## config.mk

```make
export PLATFORM = sky130hd
export DESIGN_NAME = wtu_core
export DESIGN_NICKNAME = d
export VERILOG_FILES = /design/src/hdl/wtu_pkg.sv /design/src/hdl/wtu_core.sv /design/src/hdl/wtu_post_timer.sv
export SDC_FILE = /design/constraint.sdc
export NUM_CORES = 1
export LEC_CHECK = 0
export BUFFER_PORTS_ARGS = -buffer_cell sky130_fd_sc_hd__buf_2
export CAP_MARGIN = 20
export CORE_MARGIN = 8
export CORE_UTILIZATION = 59
export CTS_BUF_LIST = sky130_fd_sc_hd__clkbuf_8 sky130_fd_sc_hd__clkbuf_16
export CTS_CLUSTER_SIZE = 40
export DETAILED_ROUTE_END_ITERATION = 10
export PLACE_DENSITY = 0.85
export SYNTH_ARGS = -nofsm -noshare
export SYNTH_HDL_FRONTEND = slang
export SYNTH_SLANG_ARGS = --single-unit
```

## constraint.sdc

```tcl
create_clock -name core_clk -period 3.1 [get_ports core_clk]
set_input_delay 0.465 -clock core_clk [delete_from_list [all_inputs] [get_ports core_clk]]
set_output_delay 0.465 -clock core_clk [all_outputs]
set_load 0.02 [all_outputs]
```

## src/hdl/wtu_pkg.sv

```systemverilog
// package: register map, field layout and reset values of the watch trace unit
package wtu_pkg;
	localparam int ADDR_W = 4;
	localparam logic [ADDR_W-1:0] OFS_CTRL = 4'h0;
	localparam logic [ADDR_W-1:0] OFS_CYC = 4'h4;
	localparam int B_CYCENA = 0;
	localparam int B_RELOAD_LO = 1;
	localparam int B_INIT_LO = 5;
	localparam int B_POSTTAP = 9;
	localparam int B_SYNC_LO = 10;
	localparam int B_SAMPLE = 12;
	localparam int B_EXCTRC = 16;
	localparam int B_CPIEVT = 17;
	localparam int B_UFLEVT = 22;
	localparam int B_NOPRF = 24;
	localparam int B_NOCYC = 25;
	localparam int B_NOTRC = 27;
	localparam int POST_TAP_LO = 6;
	localparam int POST_TAP_HI = 10;
	localparam int SYNC_TAP_A = 24;
	localparam int SYNC_TAP_B = 26;
	localparam int SYNC_TAP_C = 28;
	localparam logic [3:0] NIB_RST = 4'h0;
	localparam logic [1:0] SYNC_OFF = 2'h0;
	localparam logic [31:0] CYC_RST = 32'h0000_0000;
	typedef enum logic [1:0] {
		WTU_T_IDLE = 2'b00,
		WTU_T_RUN = 2'b01
	} wtu_tstate_t;
endpackage : wtu_pkg

```

## src/hdl/wtu_core.sv

```systemverilog
// watch trace unit control register, cycle counter and event taps
module wtu_core
	import wtu_pkg::*;
#(
	parameter logic HAS_CYC = 1'b1,
	parameter logic HAS_PRF = 1'b1,
	parameter logic HAS_TRC = 1'b1
) (
	// clock and reset
	input wire logic core_clk,
	input wire logic srst,
	// register port
	input wire logic [ADDR_W-1:0] reg_addr,
	input wire logic [31:0] reg_wdata,
	input wire logic reg_wr,
	input wire logic reg_rd,
	output logic [31:0] reg_rdata,
	// processor core
	input wire logic debug_halted,
	// trace outputs
	output logic sync_req,
	output logic sample_req,
	output logic underflow_evt,
	output logic cpi_overflow_event_enable,
	output logic exception_trace_enable
);
	logic cycle_counter_enable_r, cycle_counter_enable_nxt;
	logic [3:0] post_reload_value_r, post_reload_value_nxt;
	logic [3:0] post_initial_value_r, post_initial_value_nxt;
	logic post_tap_select_r, post_tap_select_nxt;
	logic [1:0] sync_tap_select_r, sync_tap_select_nxt;
	logic periodic_sample_enable_r, periodic_sample_enable_nxt;
	logic exctrc_r, exctrc_nxt;
	logic cpievt_r, cpievt_nxt;
	logic underflow_event_enable_r, underflow_event_enable_nxt;
	logic [31:0] cyc_r, cyc_nxt;
	logic post_tap_r, post_tap_nxt;
	logic sync_bit_r, sync_bit_nxt;
	logic [31:0] rdata_r, rdata_nxt;
	logic sync_req_r, sync_req_nxt;
	logic sample_r, sample_nxt;
	logic uflw_r, uflw_nxt;
	logic wr_ctrl, wr_cyc, timer_start, timer_run, timer_tick, timer_fire;
	logic [31:0] ctrl_view;
	logic [3:0] timer_count;

	function automatic logic pick_sync(input logic [31:0] c, input logic [1:0] sel);
		case (sel)
			2'h1: pick_sync = c[SYNC_TAP_A];
			2'h2: pick_sync = c[SYNC_TAP_B];
			2'h3: pick_sync = c[SYNC_TAP_C];
			default: pick_sync = 1'b0;
		endcase
	endfunction : pick_sync

	assign wr_ctrl = reg_wr && reg_addr == OFS_CTRL;
	assign wr_cyc = reg_wr && reg_addr == OFS_CYC;

	// control register view; absent features read one in their NO flag and zero in their fields
	always_comb begin
		ctrl_view = 32'h0000_0000;
		ctrl_view[B_NOCYC] = !HAS_CYC;
		ctrl_view[B_NOPRF] = !HAS_PRF;
		ctrl_view[B_NOTRC] = !HAS_TRC;
		ctrl_view[B_UFLEVT] = underflow_event_enable_r;
		ctrl_view[B_CPIEVT] = cpievt_r;
		ctrl_view[B_EXCTRC] = exctrc_r;
		ctrl_view[B_SAMPLE] = periodic_sample_enable_r;
		ctrl_view[B_SYNC_LO +: 2] = sync_tap_select_r;
		ctrl_view[B_POSTTAP] = post_tap_select_r;
		ctrl_view[B_INIT_LO +: 4] = post_initial_value_r;
		ctrl_view[B_RELOAD_LO +: 4] = post_reload_value_r;
		ctrl_view[B_CYCENA] = cycle_counter_enable_r;
	end

	// control field writes
	always_comb begin
		cycle_counter_enable_nxt = cycle_counter_enable_r;
		post_reload_value_nxt = post_reload_value_r;
		post_initial_value_nxt = post_initial_value_r;
		post_tap_select_nxt = post_tap_select_r;
		sync_tap_select_nxt = sync_tap_select_r;
		periodic_sample_enable_nxt = periodic_sample_enable_r;
		exctrc_nxt = exctrc_r;
		cpievt_nxt = cpievt_r;
		underflow_event_enable_nxt = underflow_event_enable_r;
		if (wr_ctrl) begin
			if (HAS_PRF) begin
				cpievt_nxt = reg_wdata[B_CPIEVT];
			end
			if (HAS_TRC) begin
				exctrc_nxt = reg_wdata[B_EXCTRC];
			end
			if (HAS_CYC) begin
				cycle_counter_enable_nxt = reg_wdata[B_CYCENA];
				post_reload_value_nxt = reg_wdata[B_RELOAD_LO +: 4];
				post_tap_select_nxt = reg_wdata[B_POSTTAP];
				sync_tap_select_nxt = reg_wdata[B_SYNC_LO +: 2];
				if (!underflow_event_enable_r && !periodic_sample_enable_r) begin
					post_initial_value_nxt = reg_wdata[B_INIT_LO +: 4];
				end
				if (HAS_TRC) begin
					periodic_sample_enable_nxt = reg_wdata[B_SAMPLE];
					underflow_event_enable_nxt = reg_wdata[B_UFLEVT];
				end
			end
		end
	end

	// cycle counter and tap edge tracking
	always_comb begin
		cyc_nxt = cyc_r;
		if (wr_cyc && HAS_CYC) begin
			cyc_nxt = reg_wdata;
		end else if (cycle_counter_enable_r && !debug_halted && HAS_CYC) begin
			cyc_nxt = cyc_r + 32'h0000_0001;
		end
		post_tap_nxt = post_tap_select_r ? cyc_r[POST_TAP_HI] : cyc_r[POST_TAP_LO];
		sync_bit_nxt = pick_sync(cyc_r, sync_tap_select_r);
		sync_req_nxt = sync_tap_select_r != SYNC_OFF && sync_bit_nxt != sync_bit_r;
	end

	// timer starts only on none-to-one enable change; other changes keep the count
	assign timer_start = wr_ctrl && HAS_CYC && HAS_TRC && !underflow_event_enable_r
		&& !periodic_sample_enable_r && (reg_wdata[B_UFLEVT] ^ reg_wdata[B_SAMPLE]);
	assign timer_run = underflow_event_enable_r || periodic_sample_enable_r;
	assign timer_tick = post_tap_nxt != post_tap_r;

	wtu_post_timer u_timer (
		.core_clk(core_clk),
		.srst(srst),
		.start(timer_start),
		.run(timer_run),
		.tick(timer_tick),
		.init_val(post_initial_value_r),
		.reload_val(post_reload_value_r),
		.fire(timer_fire),
		.count(timer_count)
	);

	always_comb begin
		sample_nxt = timer_fire && periodic_sample_enable_r;
		uflw_nxt = timer_fire && underflow_event_enable_r && !periodic_sample_enable_r;
		rdata_nxt = 32'h0000_0000;
		if (reg_rd) begin
			if (reg_addr == OFS_CTRL) begin
				rdata_nxt = ctrl_view;
			end else if (reg_addr == OFS_CYC && HAS_CYC) begin
				rdata_nxt = cyc_r;
			end
		end
	end

	always_ff @(posedge core_clk) begin
		if (srst) begin
			cycle_counter_enable_r <= 1'b0;
			post_reload_value_r <= NIB_RST;
			post_initial_value_r <= NIB_RST;
			post_tap_select_r <= 1'b0;
			sync_tap_select_r <= SYNC_OFF;
			periodic_sample_enable_r <= 1'b0;
			exctrc_r <= 1'b0;
			cpievt_r <= 1'b0;
			underflow_event_enable_r <= 1'b0;
			cyc_r <= CYC_RST;
			post_tap_r <= 1'b0;
			sync_bit_r <= 1'b0;
			rdata_r <= 32'h0000_0000;
			sync_req_r <= 1'b0;
			sample_r <= 1'b0;
			uflw_r <= 1'b0;
		end else begin
			cycle_counter_enable_r <= cycle_counter_enable_nxt;
			post_reload_value_r <= post_reload_value_nxt;
			post_initial_value_r <= post_initial_value_nxt;
			post_tap_select_r <= post_tap_select_nxt;
			sync_tap_select_r <= sync_tap_select_nxt;
			periodic_sample_enable_r <= periodic_sample_enable_nxt;
			exctrc_r <= exctrc_nxt;
			cpievt_r <= cpievt_nxt;
			underflow_event_enable_r <= underflow_event_enable_nxt;
			cyc_r <= cyc_nxt;
			post_tap_r <= post_tap_nxt;
			sync_bit_r <= sync_bit_nxt;
			rdata_r <= rdata_nxt;
			sync_req_r <= sync_req_nxt;
			sample_r <= sample_nxt;
			uflw_r <= uflw_nxt;
		end
	end

	assign reg_rdata = rdata_r;
	assign sync_req = sync_req_r;
	assign sample_req = sample_r;
	assign underflow_evt = uflw_r;
	assign cpi_overflow_event_enable = cpievt_r;
	assign exception_trace_enable = exctrc_r;
endmodule : wtu_core

```

## src/hdl/wtu_post_timer.sv

```systemverilog
// post-divider timer: counts tap changes down, fires and reloads at zero
module wtu_post_timer
	import wtu_pkg::*;
(
	// clock and reset
	input wire logic core_clk,
	input wire logic srst,
	// control
	input wire logic start,
	input wire logic run,
	input wire logic tick,
	input wire logic [3:0] init_val,
	input wire logic [3:0] reload_val,
	// result
	output logic fire,
	output logic [3:0] count
);
	wtu_tstate_t st_r, st_nxt;
	logic [3:0] cnt_r, cnt_nxt;
	logic fire_r, fire_nxt;

	always_comb begin
		st_nxt = st_r;
		cnt_nxt = cnt_r;
		fire_nxt = 1'b0;
		case (st_r)
			WTU_T_IDLE: begin
				if (start) begin
					cnt_nxt = init_val;
					st_nxt = WTU_T_RUN;
				end
			end
			WTU_T_RUN: begin
				// a restart may follow the stop back to back, before the stop has reached this state
				if (start) begin
					cnt_nxt = init_val;
				end else if (!run) begin
					st_nxt = WTU_T_IDLE;
				end else if (tick) begin
					if (cnt_r == 4'h0) begin
						fire_nxt = 1'b1;
						cnt_nxt = reload_val;
					end else begin
						cnt_nxt = cnt_r - 4'h1;
					end
				end
			end
			default: st_nxt = WTU_T_IDLE;
		endcase
	end

	always_ff @(posedge core_clk) begin
		if (srst) begin
			st_r <= WTU_T_IDLE;
			cnt_r <= NIB_RST;
			fire_r <= 1'b0;
		end else begin
			st_r <= st_nxt;
			cnt_r <= cnt_nxt;
			fire_r <= fire_nxt;
		end
	end

	assign fire = fire_r;
	assign count = cnt_r;
endmodule : wtu_post_timer

```

== Yosys cells after proc, flatten, opt, wreduce, memory -nomap -nowiden ==
Index checks and enable logic that the tools add are counted.
W data, S select, Z words.

* Div/mod/pow operators: 0
* Shift operators: 0
* Multiplexer cells: 17
* $add $sub $neg: 2
* Equal/unequal tests: 12
* Bitwise logic cells: 6
* Multipliers: 0
* Reductions and logical operators: 27
* Magnitude comparators: 0

{| class="wikitable"
|+ Operator list
! operator !! number
|-
| $mux W32 || 2
|-
| $mux W23 || 2
|-
| $add A32 B1 Y32 const B || 1
|-
| $mux W4 || 5
|-
| $logic_and A1 B1 Y1 || 11
|-
| $logic_not A4 Y1 || 2
|-
| $pmux W4 S2 || 1
|-
| $mux W2 || 3
|-
| $ne A2 B2 Y1 const B || 3
|-
| $reduce_bool A2 Y1 || 3
|-
| $not A1 Y1 || 5
|-
| $reduce_or A5 Y1 || 1
|-
| $eq A2 B1 Y1 const B || 2
|-
| $eq A2 B2 Y1 const B || 2
|-
| $eq A4 B3 Y1 const B || 1
|-
| $pmux W2 S2 || 1
|-
| $reduce_and A4 Y1 || 1
|-
| $reduce_or A4 Y1 || 1
|-
| $sub A4 B1 Y4 const B || 1
|-
| $logic_not A1 Y1 || 3
|-
| $ne A3 B2 Y1 const B || 1
|-
| $ne A3 B3 Y1 const B || 1
|-
| $pmux W1 S3 || 1
|-
| $reduce_and A3 Y1 || 1
|-
| 7 further kinds || 9
|}

* Bits in registers: 92
* Bits in latches: 0
* Memories kept: 0
* ROM bits: 0
* Bits in writable memories: 0
* Logic and storage cells: 84

== Logic depth before layout (Yosys ltp) ==
* Depth after elaboration: 7
* Depth in mapped cells: 7
* Gate-level depth less buffers: 7

== By module ==
Synthesis repeated with hierarchy kept, for this count alone.

* Cells, all modules: 465
* Area, all modules: 4038.9 µm²

{| class="wikitable"
|+ By module, submodules not included
! module !! cells an instance !! instances !! area each (µm²) !! sequential area each (µm²)
|-
| wtu_core || 425 || 1 || 3697.3 || 1701.6
|-
| wtu_post_timer || 40 || 1 || 341.6 || 120.1
|}

== Least setup slack after synthesis ==
Ideal clock, no wire load.

* Path type: in2reg
* Start point: in reg_addr[1]
* End point: reg u_timer.cnt_r[0] (netlist: u_timer.count[0])
* Setup time: 103 ps
* Required time: 2997 ps
* Path buffers: 1
* Slack: 862 ps
* Data arrival time: 2135 ps
* Stages on the path: 6
* Path through: or4b_1 -> buf_6 -> nor4_4 -> nand2_4 -> and2_4 -> a2111oi_2

* Longest elaborated chain between the ends: 7
* Elaborated cells on any way between the ends: 11
* Classes of those cells: eq/ne: 3; mux: 2; reduce/logical: 6

{| class="wikitable"
|+ Ends and longest elaborated chain
! what !! RTL line !! RTL
|-
| start: declaration || wtu_core.sv:13 || <nowiki>input wire logic [ADDR_W-1:0] reg_addr,</nowiki>
|-
| $logic_not A4 Y1 * || wtu_core.sv:56 || <nowiki>assign wr_ctrl = reg_wr && reg_addr == OFS_CTRL;</nowiki>
|-
| $logic_and A1 B1 Y1 * || wtu_core.sv:56 ||
|-
| $logic_and A1 B1 Y1 * || wtu_core.sv:124 || <nowiki>assign timer_start = wr_ctrl && HAS_CYC && HAS_TRC && !underflow_event_enable_r</nowiki>
|-
| $logic_and A1 B1 Y1 * (2 in a row) || wtu_core.sv:125 || <nowiki>&& !periodic_sample_enable_r && (reg_wdata[B_UFLEVT] ^ reg_wdata[B_SAMPLE]);</nowiki>
|-
| $ne A3 B2 Y1 (no line), or another cell as far along || n/a ||
|-
| $reduce_and A4 Y1 (no line) or $pmux W4 S2 (tied branches) || n/a ||
|-
| end signal: assignment || wtu_post_timer.sv:59 || <nowiki>cnt_r <= cnt_nxt;</nowiki>
|-
| end: declaration || wtu_post_timer.sv:19 || <nowiki>logic [3:0] cnt_r, cnt_nxt;</nowiki>
|}

Mark *: on every way between the ends. The rest lies on a longest branch, timed or not.
A chain may end at the register's enable or synchronous reset.

== Worst setup path after layout ==
* Start point: reg cyc_r[18]
* End point: reg cyc_r[23]

* Longest elaborated chain between the ends: 3

{| class="wikitable"
|+ Ends and longest elaborated chain
! what !! RTL line !! RTL
|-
| start: declaration || wtu_core.sv:36 || <nowiki>logic [31:0] cyc_r, cyc_nxt;</nowiki>
|-
| start signal: assignment || wtu_core.sv:182 || <nowiki>cyc_r <= cyc_nxt;</nowiki>
|-
| $add A32 B1 Y32 || wtu_core.sv:116 || <nowiki>cyc_nxt = cyc_r + 32'h0000_0001;</nowiki>
|-
| $mux W32 || wtu_core.sv:115 || <nowiki>end else if (cycle_counter_enable_r && !debug_halted && HAS_CYC) begin</nowiki>
|-
| $mux W32 || wtu_core.sv:113 || <nowiki>if (wr_cyc && HAS_CYC) begin</nowiki>
|}

Every way passes these cells. The select of a mux whose other input is x is not followed.

==> summary by stage <==
Status
The run finished with clean final reports.

Clock tree
For this design, the CTS-stage hold fixing added 0 buffers. Clock-pin slew was measured on the worst setup and hold paths at 0.09 ns. Counting along the longest clock path gives a buffer depth of 2.

The clock insertion delay at the later pin of the skew report is 0.36 ns. The number of post-CTS setup repair buffers is 0. The clock tree from TritonCTS is done. The H-tree generated during clock tree synthesis spans 3 levels. The tree is rooted in a sky130_fd_sc_hd__clkbuf_8. Counting the buffers created by CTS gives 9.

For this design, the sink count on the clock tree is 91. Gates resized during post-CTS repair numbered 0.

Layout
The combined area of the multi-input logic cells is 1990 um^2. The repair_antennas step left the layout with diodes totalling 0. At the end of the flow, the number of nets in the layout was 551. The flip-flop and latch area is 1820 um^2. The synthesis-to-finish area growth is 16.9%. Cells fill 69.4% of the core in the end. After filler insertion, the fill cell instance count of the layout stands at 513.

The share of final-layout standard cells stronger than drive strength 1 is 21.6%.

Setup path
The top fanout value on the critical path is 5. The path type of the worst setup path is flip-flop to flip-flop. The signal on the critical path passes through nand4_1 -> nor4_1 -> nand3_1 -> xor2_1 -> a211oi_1. For the worst flop-to-flop path, the logic depth is 5.

The kind of start point of the critical path is a flip-flop. For flop-to-flop paths, the worst setup slack is 0.98 ns. The type of destination of the critical path is a flip-flop. The endpoint identified for the worst register-to-register timing path is cyc_r[23]$_SDFFE_PP0P_. The critical path arrival is 2.39 ns. The stage delay of the slowest cell on the critical path is 0.78 ns. For the worst setup path, the data required time is 3.37 ns. In this run the critical register-to-register path is launched from cyc_r[18]$_SDFFE_PP0P_.

The largest individual stage delay along the critical path comes from the cell sky130_fd_sc_hd__nor4_1.

Synth
For this run, the leading register cell type out of synthesis is sky130_fd_sc_hd__dfxtp_1. The cell area that synthesis handed to floorplanning was 3950 um^2. For this run, the register share of the synthesized area comes to 46.2%.

Dividing the synthesized area by the synthesized cell count gives 8.99 um^2. The synthesized instance count is 439. The synthesized design contains 0 enable-type register cells. The synthesized design contains 91 register bits. The net count of the mapped netlist is 482. The fraction of registers with async set or reset after synthesis is 0%. The number of distinct library cells after synthesis is 47. During synthesis, Yosys emitted a total of 0 warnings.

Die
The area enclosed by the die boundary is 9560 um^2. The core region is 6640 um^2. The initial cell density of the core is 59.4%.

In this run the count of I/O pins placed on the die edge is 78. From bottom edge to top edge, the die measures 97.8 um. The width of the die is 97.8 um. The row count is 30.

Hold path
The endpoint with the worst hold slack is cyc_r[31]$_SDFFE_PP0P_. The classification of the worst-slack hold path is primary input to flip-flop. In this run the most critical hold path is launched from reg_wdata[31]. The worst hold path stage count is 2.

Power
Per report_power, the sequential group accounts for 53.9% of the total. The power density over cell area is 485 nW/um^2. The worst-case IR drop observed on VDD is 0.279 mV. The static leakage is 1.93 nW. The net load switching power is 0.521 mW.

In this run switching power makes up 23.3% of total power. The internal power is 1.72 mW. Per report_power, the combinational group accounts for 5.7% of the total. The clock group share of total power is 40.4%.

Routing
The average vias per placed instance is 6.02. The routed wire length is 10700 um. The violation count after the first detailed-route iteration is 214.

For this block, the via count after detailed routing is 3567. After detailed routing, the number of remaining DRC violations is 0. The average routed wire per standard cell is 18.0 um.

The number of detailed-route iterations in the first pass is 5. The post-detailed-route count of antenna-violating nets is 0.

STA
The number of hold-slack violations in the final timing report is 0. The count of final max-slew check failures came to 0. After layout, the worst path uses 68.4% of the clock period. The maximum clock frequency is 0.472 GHz. The clock period could shrink to 2.12 ns. Setup violations remaining at the end of the flow were counted as 0. Setup repair after global routing left no endpoint under its margin.

The clock arrives with 0.00917 ns of skew. The tightest slew margin relative to the limit is 43.6%. After routing, the total negative slack on setup checks comes to 0 ns. The slew at the pin with the worst max-slew slack is 0.838 ns.

GRT
The total overflow left after global routing is 0. The number of global-route vias before repair is 3607. Entering global routing, the biggest net connects 37 pins.

The initial antenna violation count is 0. The first global-routing pass estimated 17600 um of wire. The total global-route track usage is 22.3%.

Job
Across the run, the number of max-cap violations was 0.

Place
Once detailed placement completed, the half-perimeter wirelength came to 7330 um. During placement, the flow inserted port buffers numbering 77. The congestion estimate from routability-driven global placement came to 0.881.
## cells by family (layout without fill, tap and decap cells)
family,Yosys count,in the layout,synth area share [%]
AO/OA/AOI/OAI,70,70,11.7
XOR/XNOR,33,33,7.32
adder cells (fa/ha/maj),2,2,0.634
buffers and inverters,35,109,3.52
flip-flops,91,91,46.2
multiplexers,28,28,7.13
AND/OR/NAND/NOR,180,180,23.5
## worst max-delay path: cells and delay by family (launching register included)
family          cells  cell delay (ns)
xor+xnor            1             0.18
simple gates        3             1.18
compound gates      1             0.25
flops               1             0.42
## how the worst max path moves through the flow
stage | from | endpoint | cells past startpoint
6_report | cyc_r[18]$_SDFFE_PP0P_ | cyc_r[23]$_SDFFE_PP0P_ | 5
3_5_place_dp | reg_addr[1] | u_timer.count[0]$_SDFFE_PP0P_ | 6
5_1_grt | cyc_r[17]$_SDFFE_PP0P_ | cyc_r[23]$_SDFFE_PP0P_ | 5
4_1_cts | reg_addr[1] | u_timer.count[0]$_SDFFE_PP0P_ | 6
3_3_place_gp | reg_addr[1] | u_timer.count[0]$_SDFFE_PP0P_ | 6
2_1_floorplan | reg_addr[1] | u_timer.count[0]$_SDFFE_PP0P_ | 6
## routing by layer
metal  up-vias  wire length, um  track usage, %
met1      1699             4600            27.4
met3        29              788            4.48
met5         -                0               0
li1       1683                -               -
met2       156             5040            37.0
met4         0              251            10.1
## cells in the final DEF, fill, tap and decap left out, types with 10 or more instances in the layout
master and count:
sky130_fd_sc_hd__dfxtp_1 91, sky130_fd_sc_hd__buf_2 77, sky130_fd_sc_hd__xor2_1 24, sky130_fd_sc_hd__nand3_1 13
sky130_fd_sc_hd__a21oi_1 19, sky130_fd_sc_hd__nor2_1 67, sky130_fd_sc_hd__mux2i_1 27, sky130_fd_sc_hd__nand2_1 23
sky130_fd_sc_hd__and3_1 24, sky130_fd_sc_hd__clkbuf_8 10, sky130_fd_sc_hd__a211oi_1 24, sky130_fd_sc_hd__nand4_1 17
sky130_fd_sc_hd__o21ai_0 12
## power by group through the flow
stage               Sequential [mW]  Combinational (mW)  Clock [mW]
finish                         1.21               0.128       0.904
global route                   1.21               0.140       0.947
CTS                            1.20               0.126       0.904
detailed placement             1.23               0.125           0
global placement               1.23               0.122           0
floorplan                      1.23              0.0749           0
## flip-flops by register name, indices dropped and copies added, names as in the netlist, 2 cells and up
register and count:
post_initial_value_r 4, reg_rdata 32, post_reload_value_r 4, cyc_r 32, u_timer.count 4, sync_tap_select_r 2
## Yosys cell counts, types with 2 or more instances
cell | instances | area, um^2
sky130_fd_sc_hd__ha_1 | 2 | 25.0
sky130_fd_sc_hd__buf_1 | 3 | 11.3
sky130_fd_sc_hd__nor4b_1 | 2 | 17.5
sky130_fd_sc_hd__nor2b_1 | 2 | 12.5
sky130_fd_sc_hd__and3_1 | 24 | 150
sky130_fd_sc_hd__nor4_1 | 4 | 25.0
sky130_fd_sc_hd__o22ai_1 | 3 | 18.8
sky130_fd_sc_hd__nand4b_1 | 2 | 17.5
sky130_fd_sc_hd__a21oi_1 | 19 | 95.1
sky130_fd_sc_hd__and2_1 | 4 | 25.0
sky130_fd_sc_hd__a31oi_1 | 2 | 12.5
sky130_fd_sc_hd__mux2i_1 | 27 | 270
sky130_fd_sc_hd__xnor2_1 | 9 | 78.8
sky130_fd_sc_hd__or2_2 | 2 | 12.5
sky130_fd_sc_hd__a22o_1 | 2 | 17.5
sky130_fd_sc_hd__a2111oi_2 | 2 | 30.0
sky130_fd_sc_hd__nor2_1 | 67 | 251
sky130_fd_sc_hd__nand4_1 | 17 | 106
sky130_fd_sc_hd__xor2_1 | 24 | 210
sky130_fd_sc_hd__o21ai_0 | 12 | 60.1
sky130_fd_sc_hd__nand2_1 | 23 | 86.3
sky130_fd_sc_hd__clkbuf_1 | 24 | 90.1
sky130_fd_sc_hd__inv_1 | 7 | 26.3
sky130_fd_sc_hd__a211oi_1 | 24 | 180
sky130_fd_sc_hd__nand3_1 | 13 | 65.1
sky130_fd_sc_hd__nor3_1 | 8 | 40.0
sky130_fd_sc_hd__dfxtp_1 | 91 | 1820
## final cells by class
cell class                 count  area share [%]
tap                           80            2.17
multi-input combinational    313            43.0
inverter                       7           0.570
sequential                    91            39.5
clock buffer                  10            2.98
timing repair buffer          86            9.82
clock inverter                 6            1.93
## per-stage QoR
stage | hold slack (ns) | instance area [um^2] | power (mW) | setup slack (ns) | cells
after floorplan | 0.455 | 3950 | 1.30 | 0.862 | 439
after global placement | 0.467 | 4390 | 1.35 | 0.706 | 577
after detailed placement | 0.471 | 4390 | 1.36 | 0.629 | 577
after CTS | 0.328 | 4610 | 2.23 | 1.01 | 593
after global routing | 0.333 | 4610 | 2.30 | 0.856 | 593
final | 0.325 | 4610 | 2.24 | 0.980 | 593
(Power assumes the default switching activity.)
